[config.mk]
export PLATFORM = sky130hd
export DESIGN_NAME = bcce_top
export DESIGN_NICKNAME = d
export VERILOG_FILES = /design/src/bcce_pkg.sv /design/src/bcce_top.sv /design/src/bcce_decode.sv /design/src/bcce_ret_stack.sv
export SDC_FILE = /design/constraint.sdc
export NUM_CORES = 1
export LEC_CHECK = 0
export BUFFER_PORTS_ARGS = -buffer_cell sky130_fd_sc_hd__buf_4
export CORE_MARGIN = 2
export CORE_UTILIZATION = 55
export CTS_BUF_LIST = sky130_fd_sc_hd__clkbuf_8
export DETAILED_ROUTE_END_ITERATION = 10
export GPL_TIMING_DRIVEN = 0
export PLACE_DENSITY_LB_ADDON = 0.25
export SLEW_MARGIN = 20
export SYNTH_ARGS = -nofsm -noshare
export SYNTH_HDL_FRONTEND = slang
export SYNTH_SLANG_ARGS = --single-unit
[constraint.sdc]
create_clock -name aclk -period 4.4 [get_ports aclk]
set_input_delay 0.66 -clock aclk [delete_from_list [all_inputs] [get_ports aclk]]
set_output_delay 0.66 -clock aclk [all_outputs]
set_load 0.02 [all_outputs]
[src/bcce_pkg.sv]
// constants, types and helpers of the branch, call and clear execute block
package bcce_pkg;
   localparam int unsigned PC_W        = 21;
   localparam int unsigned SP_W        = 5;
   localparam int unsigned STACK_DEPTH = 31;
   localparam int unsigned DM_AW       = 12;
   localparam int unsigned STATUS_W    = 5;
   localparam logic [7:0]  OPC_BRV     = 8'hE4;
   localparam logic [7:0]  OPC_BRZ     = 8'hE0;
   localparam logic [6:0]  OPC_CALL    = 7'h76;
   localparam logic [6:0]  OPC_CLF     = 7'h35;
   localparam logic [15:0] OPC_CLWD    = 16'h0004;
   localparam logic [3:0]  OPC_TGL     = 4'h7;
   localparam int unsigned CALL_S_BIT  = 8;
   localparam int unsigned ACC_BIT     = 8;
   localparam int unsigned BIT_LSB     = 9;
   localparam logic [7:0]  ACC_SPLIT   = 8'h80;
   localparam logic [3:0]  ACC_HI_BANK = 4'hF;
   localparam logic [3:0]  ACC_LO_BANK = 4'h0;
   localparam int unsigned ST_Z        = 2;
   localparam int unsigned ST_OV       = 3;
   localparam logic [PC_W-1:0] PC_STEP   = 21'h000002;
   localparam logic [PC_W-1:0] CALL_STEP = 21'h000004;
   localparam logic [7:0]  REG_CTRL    = 8'h00;
   localparam logic [7:0]  REG_STATUS  = 8'h04;
   localparam logic [7:0]  REG_WREG    = 8'h08;
   localparam logic [7:0]  REG_BNK     = 8'h0C;
   localparam logic [7:0]  REG_PC      = 8'h10;
   localparam logic [7:0]  REG_TOP     = 8'h14;
   localparam logic [7:0]  REG_SHADOW  = 8'h18;
   localparam logic [7:0]  REG_WDOG    = 8'h1C;
   localparam logic [7:0]  REG_EXEC    = 8'h20;
   localparam int unsigned CTRL_RUN    = 0;
   localparam int unsigned WDOG_TMO    = 0;
   localparam int unsigned WDOG_PWD    = 1;
   localparam int unsigned SH_ST_LSB   = 8;
   localparam int unsigned SH_BNK_LSB  = 16;
   localparam int unsigned TOP_SP_LSB  = 24;
   localparam int unsigned EX_Q_LSB    = 16;
   localparam int unsigned EX_MODE_LSB = 20;
   localparam logic        RUN_RST     = 1'b0;
   localparam logic        TMO_RST     = 1'b1;
   localparam logic        PWD_RST     = 1'b1;
   localparam logic [1:0]  RESP_OKAY   = 2'h0;
   localparam logic [1:0]  RESP_SLVERR = 2'h2;

   typedef enum logic [1:0] {MODE_HALT, MODE_EXEC, MODE_NOP} bcce_mode_t;
   typedef enum logic [1:0] {Q1, Q2, Q3, Q4} bcce_q_t;
   typedef enum logic [2:0] {OP_NONE, OP_BRV, OP_BRZ, OP_CALL, OP_CLF, OP_CLWD,
                             OP_TGL} bcce_op_t;

   typedef struct packed {
      logic [DM_AW-1:0] addr;
      logic [7:0]       wdata;
      logic             we;
      logic             re;
   } bcce_dm_req_t;

   function automatic logic [31:0] wmerge(logic [31:0] old_v, logic [31:0] new_v,
                                          logic [3:0] strb);
      logic [31:0] r;
      r = old_v;
      for (int i = 0; i < 4; i++) begin
         if (strb[i]) begin
            r[8*i +: 8] = new_v[8*i +: 8];
         end
      end
      return r;
   endfunction
endpackage

[src/bcce_top.sv]
// execute unit for branches, two-word call, clear-file, clear-watchdog and toggle
//
// Our own choices: the AXI4-Lite register port and the register offsets.
`timescale 1ns/1ps

module bcce_top (
   input  wire logic                         aclk,
   input  wire logic                         aresetn,
   input  wire logic [7:0]                   s_axi_awaddr,
   input  wire logic                         s_axi_awvalid,
   output logic                              s_axi_awready,
   input  wire logic [31:0]                  s_axi_wdata,
   input  wire logic [3:0]                   s_axi_wstrb,
   input  wire logic                         s_axi_wvalid,
   output logic                              s_axi_wready,
   output logic [1:0]                        s_axi_bresp,
   output logic                              s_axi_bvalid,
   input  wire logic                         s_axi_bready,
   input  wire logic [7:0]                   s_axi_araddr,
   input  wire logic                         s_axi_arvalid,
   output logic                              s_axi_arready,
   output logic [31:0]                       s_axi_rdata,
   output logic [1:0]                        s_axi_rresp,
   output logic                              s_axi_rvalid,
   input  wire logic                         s_axi_rready,
   output logic [bcce_pkg::PC_W-1:0]         prog_addr,
   input  wire logic [15:0]                  prog_rdata,
   output bcce_pkg::bcce_dm_req_t            dm_req,
   input  wire logic [7:0]                   dm_rdata,
   output logic                              watchdog_clear
);
   typedef struct packed {
      bcce_pkg::bcce_mode_t      mode;
      bcce_pkg::bcce_q_t         q;
      bcce_pkg::bcce_op_t        op;
      logic [15:0]               ir;
      logic [bcce_pkg::PC_W-1:0] iaddr;
      logic [bcce_pkg::PC_W-1:0] pc;
      logic [7:0]                working;
      logic [7:0]                working_shadow;
      logic [4:0]                status;
      logic [4:0]                status_shadow;
      logic [3:0]                bank_select_reg;
      logic [3:0]                bank_select_shadow;
      logic [7:0]                rd;
      logic                      taken;
      logic                      run;
      logic                      timeout_flag;
      logic                      powerdown_flag;
      logic                      wdog_clr;
      logic                      push;
      logic [bcce_pkg::PC_W-1:0] push_data;
      bcce_pkg::bcce_dm_req_t    dm;
      logic                      awready;
      logic                      wready;
      logic                      aw_got;
      logic                      w_got;
      logic [7:0]                awaddr;
      logic [31:0]               wdata;
      logic [3:0]                wstrb;
      logic                      bvalid;
      logic [1:0]                bresp;
      logic                      arready;
      logic                      rvalid;
      logic [1:0]                rresp;
      logic [31:0]               rdata;
   } bcce_state_t;

   bcce_state_t               s_q;
   bcce_state_t               s_d;
   bcce_pkg::bcce_op_t        dec_op;
   logic [bcce_pkg::PC_W-1:0] rtop;
   logic [bcce_pkg::SP_W-1:0] sp;
   logic [31:0]               wr_merged;

   function automatic logic mapped(logic [7:0] a);
      return a == bcce_pkg::REG_CTRL || a == bcce_pkg::REG_STATUS
          || a == bcce_pkg::REG_WREG || a == bcce_pkg::REG_BNK
          || a == bcce_pkg::REG_PC || a == bcce_pkg::REG_TOP
          || a == bcce_pkg::REG_SHADOW || a == bcce_pkg::REG_WDOG
          || a == bcce_pkg::REG_EXEC;
   endfunction

   // read view; also the base that a strobed write merges into
   function automatic logic [31:0] regval(logic [7:0] a, bcce_state_t s,
                                          logic [bcce_pkg::PC_W-1:0] t,
                                          logic [bcce_pkg::SP_W-1:0] p);
      logic [31:0] r;
      r = '0;
      case (a)
         bcce_pkg::REG_CTRL: begin
            r[bcce_pkg::CTRL_RUN] = s.run;
         end
         bcce_pkg::REG_STATUS: begin
            r[4:0] = s.status;
         end
         bcce_pkg::REG_WREG: begin
            r[7:0] = s.working;
         end
         bcce_pkg::REG_BNK: begin
            r[3:0] = s.bank_select_reg;
         end
         bcce_pkg::REG_PC: begin
            r[bcce_pkg::PC_W-1:0] = s.pc;
         end
         bcce_pkg::REG_TOP: begin
            r[bcce_pkg::PC_W-1:0] = t;
            r[bcce_pkg::TOP_SP_LSB +: bcce_pkg::SP_W] = p;
         end
         bcce_pkg::REG_SHADOW: begin
            r[7:0] = s.working_shadow;
            r[bcce_pkg::SH_ST_LSB +: 5] = s.status_shadow;
            r[bcce_pkg::SH_BNK_LSB +: 4] = s.bank_select_shadow;
         end
         bcce_pkg::REG_WDOG: begin
            r[bcce_pkg::WDOG_TMO] = s.timeout_flag;
            r[bcce_pkg::WDOG_PWD] = s.powerdown_flag;
         end
         bcce_pkg::REG_EXEC: begin
            r[15:0] = s.ir;
            r[bcce_pkg::EX_Q_LSB +: 2] = s.q;
            r[bcce_pkg::EX_MODE_LSB +: 2] = s.mode;
         end
         default: begin
            r = '0;
         end
      endcase
      return r;
   endfunction

   function automatic bcce_pkg::bcce_q_t next_q(bcce_pkg::bcce_q_t q);
      case (q)
         bcce_pkg::Q1: return bcce_pkg::Q2;
         bcce_pkg::Q2: return bcce_pkg::Q3;
         bcce_pkg::Q3: return bcce_pkg::Q4;
         default: return bcce_pkg::Q1;
      endcase
   endfunction

   function automatic logic [bcce_pkg::DM_AW-1:0] bank_addr(logic acc, logic [3:0] bank,
                                                            logic [7:0] f);
      logic [3:0] b;
      b = bank;
      if (!acc) begin
         b = (f < bcce_pkg::ACC_SPLIT) ? bcce_pkg::ACC_LO_BANK : bcce_pkg::ACC_HI_BANK;
      end
      return {b, f};
   endfunction

   // signed offset doubled onto the incremented counter
   function automatic logic [bcce_pkg::PC_W-1:0] br_target(logic [bcce_pkg::PC_W-1:0] ia,
                                                           logic [7:0] n);
      logic [bcce_pkg::PC_W-1:0] off2;
      off2 = {{(bcce_pkg::PC_W-9){n[7]}}, n, 1'b0};
      return ia + bcce_pkg::PC_STEP + off2;
   endfunction

   bcce_decode u_decode (
      .word (prog_rdata),
      .op   (dec_op)
   );

   bcce_ret_stack u_stack (
      .aclk    (aclk),
      .aresetn (aresetn),
      .push    (s_q.push),
      .din     (s_q.push_data),
      .top     (rtop),
      .sp      (sp)
   );

   assign wr_merged = bcce_pkg::wmerge(regval(s_q.awaddr, s_q, rtop, sp), s_q.wdata,
                                       s_q.wstrb);

   always_comb begin
      s_d         = s_q;
      s_d.push    = 1'b0;
      s_d.wdog_clr = 1'b0;
      s_d.dm.we   = 1'b0;
      s_d.dm.re   = 1'b0;

      // register bus: address and data taken in either order
      if (s_axi_awvalid && s_q.awready) begin
         s_d.aw_got = 1'b1;
         s_d.awaddr = s_axi_awaddr;
      end
      if (s_axi_wvalid && s_q.wready) begin
         s_d.w_got = 1'b1;
         s_d.wdata = s_axi_wdata;
         s_d.wstrb = s_axi_wstrb;
      end
      if (s_axi_bready && s_q.bvalid) begin
         s_d.bvalid = 1'b0;
      end
      if (s_q.aw_got && s_q.w_got) begin
         s_d.aw_got = 1'b0;
         s_d.w_got  = 1'b0;
         s_d.bvalid = 1'b1;
         s_d.bresp  = mapped(s_q.awaddr) ? bcce_pkg::RESP_OKAY : bcce_pkg::RESP_SLVERR;
         case (s_q.awaddr)
            bcce_pkg::REG_CTRL: begin
               s_d.run = wr_merged[bcce_pkg::CTRL_RUN];
            end
            bcce_pkg::REG_STATUS: begin
               s_d.status = wr_merged[4:0];
            end
            bcce_pkg::REG_WREG: begin
               s_d.working = wr_merged[7:0];
            end
            bcce_pkg::REG_BNK: begin
               s_d.bank_select_reg = wr_merged[3:0];
            end
            bcce_pkg::REG_PC: begin
               // moving the counter under a running core would split an instruction
               if (s_q.mode == bcce_pkg::MODE_HALT) begin
                  s_d.pc = {wr_merged[bcce_pkg::PC_W-1:1], 1'b0};
               end
            end
            bcce_pkg::REG_WDOG: begin
               if (s_q.wstrb[0] && s_q.wdata[bcce_pkg::WDOG_TMO]) begin
                  s_d.timeout_flag = 1'b0;
               end
               if (s_q.wstrb[0] && s_q.wdata[bcce_pkg::WDOG_PWD]) begin
                  s_d.powerdown_flag = 1'b0;
               end
            end
            default: begin
            end
         endcase
      end
      if (s_axi_rready && s_q.rvalid) begin
         s_d.rvalid = 1'b0;
      end
      if (s_axi_arvalid && s_q.arready) begin
         s_d.rvalid = 1'b1;
         s_d.rdata  = regval(s_axi_araddr, s_q, rtop, sp);
         s_d.rresp  = mapped(s_axi_araddr) ? bcce_pkg::RESP_OKAY : bcce_pkg::RESP_SLVERR;
      end

      // core sequencing; placed after the bus so that hardware flag sets win
      case (s_q.mode)
         bcce_pkg::MODE_HALT: begin
            if (s_q.run) begin
               s_d.mode = bcce_pkg::MODE_EXEC;
            end
         end
         bcce_pkg::MODE_NOP: begin
            s_d.op = bcce_pkg::OP_NONE;
            s_d.q  = next_q(s_q.q);
            if (s_q.q == bcce_pkg::Q4) begin
               s_d.mode = bcce_pkg::MODE_EXEC;
            end
         end
         bcce_pkg::MODE_EXEC: begin
            s_d.q = next_q(s_q.q);
            case (s_q.q)
               bcce_pkg::Q1: begin
                  if (!s_q.run) begin
                     s_d.mode = bcce_pkg::MODE_HALT;
                     s_d.q    = bcce_pkg::Q1;
                  end else begin
                     s_d.ir    = prog_rdata;
                     s_d.op    = dec_op;
                     s_d.iaddr = s_q.pc;
                     s_d.pc    = s_q.pc + bcce_pkg::PC_STEP;
                     s_d.taken = 1'b0;
                  end
               end
               bcce_pkg::Q2: begin
                  if (s_q.op == bcce_pkg::OP_CLF || s_q.op == bcce_pkg::OP_TGL) begin
                     s_d.dm.re   = 1'b1;
                     s_d.dm.addr = bank_addr(s_q.ir[bcce_pkg::ACC_BIT], s_q.bank_select_reg,
                                             s_q.ir[7:0]);
                  end
               end
               bcce_pkg::Q3: begin
                  s_d.rd = dm_rdata;
                  case (s_q.op)
                     bcce_pkg::OP_BRV: s_d.taken = s_q.status[bcce_pkg::ST_OV];
                     bcce_pkg::OP_BRZ: s_d.taken = s_q.status[bcce_pkg::ST_Z];
                     bcce_pkg::OP_CALL: begin
                        s_d.push      = 1'b1;
                        s_d.push_data = s_q.iaddr + bcce_pkg::CALL_STEP;
                        if (s_q.ir[bcce_pkg::CALL_S_BIT]) begin
                           s_d.working_shadow     = s_q.working;
                           s_d.status_shadow      = s_q.status;
                           s_d.bank_select_shadow = s_q.bank_select_reg;
                        end
                     end
                     bcce_pkg::OP_CLWD: begin
                        s_d.wdog_clr       = 1'b1;
                        s_d.timeout_flag   = 1'b1;
                        s_d.powerdown_flag = 1'b1;
                     end
                     default: begin
                     end
                  endcase
               end
               default: begin
                  case (s_q.op)
                     bcce_pkg::OP_BRV, bcce_pkg::OP_BRZ: begin
                        if (s_q.taken) begin
                           s_d.pc   = br_target(s_q.iaddr, s_q.ir[7:0]);
                           s_d.mode = bcce_pkg::MODE_NOP;
                        end
                     end
                     bcce_pkg::OP_CALL: begin
                        // second word holds target bits 20:9
                        s_d.pc   = {prog_rdata[11:0], s_q.ir[7:0], 1'b0};
                        s_d.mode = bcce_pkg::MODE_NOP;
                     end
                     bcce_pkg::OP_CLF: begin
                        s_d.dm.we                 = 1'b1;
                        s_d.dm.wdata              = 8'h00;
                        s_d.status[bcce_pkg::ST_Z] = 1'b1;
                     end
                     bcce_pkg::OP_TGL: begin
                        s_d.dm.we    = 1'b1;
                        s_d.dm.wdata = s_q.rd ^ (8'h01 << s_q.ir[bcce_pkg::BIT_LSB +: 3]);
                     end
                     // no other flag is written here
                     default: begin
                     end
                  endcase
               end
            endcase
         end
         default: begin
            s_d.mode = bcce_pkg::MODE_HALT;
         end
      endcase

      s_d.awready = !s_d.aw_got && !s_d.bvalid;
      s_d.wready  = !s_d.w_got && !s_d.bvalid;
      s_d.arready = !s_d.rvalid;

      if (!aresetn) begin
         s_d                = '0;
         s_d.run            = bcce_pkg::RUN_RST;
         s_d.timeout_flag   = bcce_pkg::TMO_RST;
         s_d.powerdown_flag = bcce_pkg::PWD_RST;
      end
   end

   always_ff @(posedge aclk) begin
      s_q <= s_d;
   end

   assign s_axi_awready  = s_q.awready;
   assign s_axi_wready   = s_q.wready;
   assign s_axi_bvalid   = s_q.bvalid;
   assign s_axi_bresp    = s_q.bresp;
   assign s_axi_arready  = s_q.arready;
   assign s_axi_rvalid   = s_q.rvalid;
   assign s_axi_rresp    = s_q.rresp;
   assign s_axi_rdata    = s_q.rdata;
   assign prog_addr      = s_q.pc;
   assign dm_req         = s_q.dm;
   assign watchdog_clear = s_q.wdog_clr;
endmodule

[src/bcce_decode.sv]
// opcode decoder for the branch, call, clear and toggle group
`timescale 1ns/1ps
module bcce_decode (
   input  wire logic [15:0]   word,
   output bcce_pkg::bcce_op_t op
);
   always_comb begin
      op = bcce_pkg::OP_NONE;
      if (word[15:8] == bcce_pkg::OPC_BRV) begin
         op = bcce_pkg::OP_BRV;
      end else if (word[15:8] == bcce_pkg::OPC_BRZ) begin
         op = bcce_pkg::OP_BRZ;
      end else if (word[15:9] == bcce_pkg::OPC_CALL) begin
         op = bcce_pkg::OP_CALL;
      end else if (word[15:9] == bcce_pkg::OPC_CLF) begin
         op = bcce_pkg::OP_CLF;
      end else if (word == bcce_pkg::OPC_CLWD) begin
         op = bcce_pkg::OP_CLWD;
      end else if (word[15:12] == bcce_pkg::OPC_TGL) begin
         op = bcce_pkg::OP_TGL;
      end
   end
endmodule

[src/bcce_ret_stack.sv]
// hardware return stack holding call return addresses
`timescale 1ns/1ps
module bcce_ret_stack (
   input  wire logic                      aclk,
   input  wire logic                      aresetn,
   input  wire logic                      push,
   input  wire logic [bcce_pkg::PC_W-1:0] din,
   output logic      [bcce_pkg::PC_W-1:0] top,
   output logic      [bcce_pkg::SP_W-1:0] sp
);
   localparam logic [bcce_pkg::SP_W-1:0] FULL = bcce_pkg::SP_W'(bcce_pkg::STACK_DEPTH);

   logic [bcce_pkg::PC_W-1:0] mem [bcce_pkg::STACK_DEPTH];
   logic [bcce_pkg::SP_W-1:0] sp_q;
   logic [bcce_pkg::SP_W-1:0] sp_d;
   logic [bcce_pkg::SP_W-1:0] wr_idx;

   // a push into a full stack overwrites the newest entry
   always_comb begin
      wr_idx = (sp_q == FULL) ? sp_q - 5'h01 : sp_q;
      sp_d   = (push && sp_q != FULL) ? sp_q + 5'h01 : sp_q;
   end

   always_ff @(posedge aclk) begin
      if (!aresetn) begin
         sp_q <= '0;
      end else begin
         sp_q <= sp_d;
      end
      if (push) begin
         mem[wr_idx] <= din;
      end
   end

   assign top = (sp_q == 5'h00) ? '0 : mem[sp_q - 5'h01];
   assign sp  = sp_q;
endmodule

==> reports/metrics.cfg <==
[setup_path]
r2r_slack_ps = 50
arrival_ps = 4850
start_kind = flop
crit_slowest_cell = dfxtp_1
slowest_delay_ps = 410
crit_required_ps = 4900
path_delay_family = buffers and inverters
critPathMostFrequentCell = buf_6
cp_max_fo = 13
reg2reg_depth = 15
r2r-start = u_stack.sp[0]
crit_path_end_kind = flop
path_cells = buf_6 -> buf_8 -> buf_8 -> buf_6 -> buf_6 -> clkinvlp_4 -> ha_4 -> buf_4 -> buf_4 -> clkbuf_4 -> nor3b_2 -> o21ai_4 -> buf_12 -> nor2_4 -> buf_16
r2r-end = u_stack.mem[14][3]
cp.buffers_inverters = 11
worstSetupPathType = flop to flop

[synthesis]
syn_area_per_cell_um2 = 13.4
synth.yosys.seq_area_share = 0.630
synthTopCellsByArea = edfxtp_1 (51%), dfxtp_1 (12%), mux4_2 (9.7%)
synth_cell_type_count = 80
synth_top_area_share = 0.510
synth-seq-cells = 880
synth_edf_count = 651
ys.flop_type = edfxtp_1
synth_cells = 2861
ys_warn_count = 0
syn_area_um2 = 38300
async_flop_share = 0
synth_top_cell_by_area = edfxtp_1

[timing]
worst_pin_slew_ps = 1190
setup_viol = 0
min_period_ps = 4350
hold_ws_ps = 95.5
hold_violations = 0
fmax_mhz = 230
skew_ps = 51.9
fin_crit_sh = 0.989
finalMaxSlewViolations = 0
setup_tns_ps = 0
relSlewSlack = 0.208

[run_status]
outcome = complete, no violations

[grt]
grt_max_degree = 33
grt_pass1_wl_um = 179000
gr-total-overflow = 0
antenna_found_initial = 4
grt_use_total = 0.351
grt_pass1_vias = 26700

[clock_network]
cts_root_buf = clkbuf_8
cts_tree = done
htreeDepth = 4
cts_buffers = 143
clock_path_buffers = 3
cts_sinks = 880
clkTransAtPathRegs_ps = 60
holdBufCountCts = 0
insertion_delay_ps = 820

[run]
drv_cap = 0

[min_path]
hold_depth = 3
hold_path_end = s_q[79]
worstHoldStart = s_axi_awaddr[4]
hold_path.class = primary input to flop

[power]
leakage_uw = 0.0159
ir_worst_vdd_uv = 324
power.density_nw_per_um2 = 361

[floorplan]
die_w_um = 268
die_h_um = 268
fp.coreArea_um2 = 68700
dieArea_um2 = 71800
io_pins = 168
initial_core_util = 0.557
rows = 96

[layout]
syn_to_final_growth_pct = 17.2
final_layout_size_suffix_gt1_frac = 0.234
nFillCells = 5004
finalNetCount = 3355

[detailed_routing]
vias = 26900
wl_per_cell_um = 29.4
drt-initial-drc-count = 3143
drt-pass1-iter-count = 6
wirelength_um = 125000
drc = 0
drtAntennaViolNets = 0
via_per_inst = 6.32

[place]
io_buffers = 144
globalplace.congestion = 1.01
dpl.hpwl_um = 86700

==> worst register-to-register path: cells and delay by family (launching register included) <==
| kind | cells | cell delay, ps |
|---|---|---|
| fa+ha+maj | 1 | 330 |
| compound gates | 1 | 140 |
| flops | 1 | 410 |
| simple gates | 2 | 710 |
| buf+inv | 11 | 2470 |
==> synthesized netlist by cell type, types with 27 or more instances <==
cell type and count:
a211oi_1 56, mux2i_1 44, clkbuf_1 112, buf_2 27, nand2_1 414, nor2_1 171, a22oi_1 37, xnor2_1 31
nand3_1 68, ha_1 53, xor2_1 27, o21ai_0 87, edfxtp_1 651, dfxtp_1 229, a21oi_1 202, mux4_2 165
inv_1 29, buf_4 92
==> layer usage <==
| metal | vias to the layer above | GRT usage | routed length [um] |
|---|---|---|---|
| li1 | 11600 | - | - |
| met3 | 369 | 0.0668 | 10400 |
| met2 | 1588 | 0.584 | 61400 |
| met5 | - | 0 | 13 |
| met4 | 2 | 0.181 | 6770 |
| met1 | 13400 | 0.440 | 46700 |
==> placed cells by master, fill, tap and decap left out, types with 87 or more instances in the layout <==
cell type / count
edfxtp_1: 651
nand2_1: 412
buf_4: 265
dfxtp_1: 209
mux4_2: 165
clkbuf_1: 105
a21oi_1: 199
o21ai_0: 87
clkbuf_8: 154
nor2_1: 142
==> where the power goes <==
group | leakage, uW | internal [uW] | switching [uW]
combinational | 0.00582 | 142 | 321
clock | 0.00156 | 3480 | 3400
sequential | 0.00853 | 8820 | 39.0
==> cells by family (layout without fill, tap and decap cells) <==
| kind of cell | after synthesis | count (layout) | synth area share |
|---|---|---|---|
| xor+xnor | 60 | 60 | 0.0141 |
| simple gates | 816 | 823 | 0.0949 |
| fa+ha+maj | 54 | 54 | 0.0178 |
| flops | 880 | 880 | 0.630 |
| buf+inv | 279 | 731 | 0.0391 |
| other cells | 1 | 11 | 0.0000979 |
| compound gates | 550 | 550 | 0.0901 |
| mux | 221 | 221 | 0.114 |
==> final cells by class <==
class	instances	area, um2	area share
Antenna cell	4	10.0	0.000223
Buffer	249	1450	0.0323
Clock buffer	154	2120	0.0472
Clock inverter	99	623	0.0139
Inverter	29	113	0.00251
Multi-Input combinational cell	1715	13200	0.293
Sequential cell	880	24200	0.538
Tap cell	931	1160	0.0260
Timing Repair Buffer	200	2070	0.0462
==> flip-flops by register name, indices dropped and copies added (netlist names) <==
name            count
u_stack.mem       651
s_q               146
s_axi_rdata        27
dm_req             22
prog_addr          21
u_stack.sp          5
s_axi_arready       1
s_axi_awready       1
s_axi_bresp         1
s_axi_bvalid        1
s_axi_rresp         1
s_axi_rvalid        1
s_axi_wready        1
watchdog_clear      1
==> how the worst max path moves through the flow <==
stage | start | to | slack, ps | cells past startpoint
6_report | u_stack.sp[0] | u_stack.mem[14][3] | 50 | 15
5_1_grt | u_stack.sp[0] | u_stack.mem[2][3] | -10 | 15
4_1_cts | u_stack.sp[0] | s_axi_rdata[3] | 2 | 14
3_5_place_dp | u_stack.sp[0] | u_stack.mem[14][17] | -1400 | 15
3_3_place_gp | u_stack.sp[0] | u_stack.mem[11][17] | -2340 | 13
2_1_floorplan | u_stack.sp[0] | u_stack.mem[7][0] | 130 | 15
==> metrics by stage <==
| step | area [um2] | cells | total power [uW] | setup WS, ps | utilization |
|---|---|---|---|---|---|
| 2_1_floorplan | 38300 | 2867 | 9250 | 132 | - |
| 3_3_place_gp | 40600 | 3942 | 9480 | -2340 | 0.590 |
| 3_5_place_dp | 41400 | 3966 | 9480 | -1400 | 0.603 |
| 4_1_cts | 44700 | 4253 | 16200 | 2.27 | 0.651 |
| 5_1_grt | 44900 | 4259 | 16600 | -14.4 | 0.653 |
| 6_report | 44900 | 4261 | 16200 | 47.4 | 0.653 |
==> timing repair <==
item	4_1_cts	5_1_grt
gates resized for setup	45	13
gates cloned	7	0
endpoints found under the setup margin	451	230
pin swaps	20	2
buffers inserted	28	4
No activity file was read; power rests on OpenSTA's default activity.
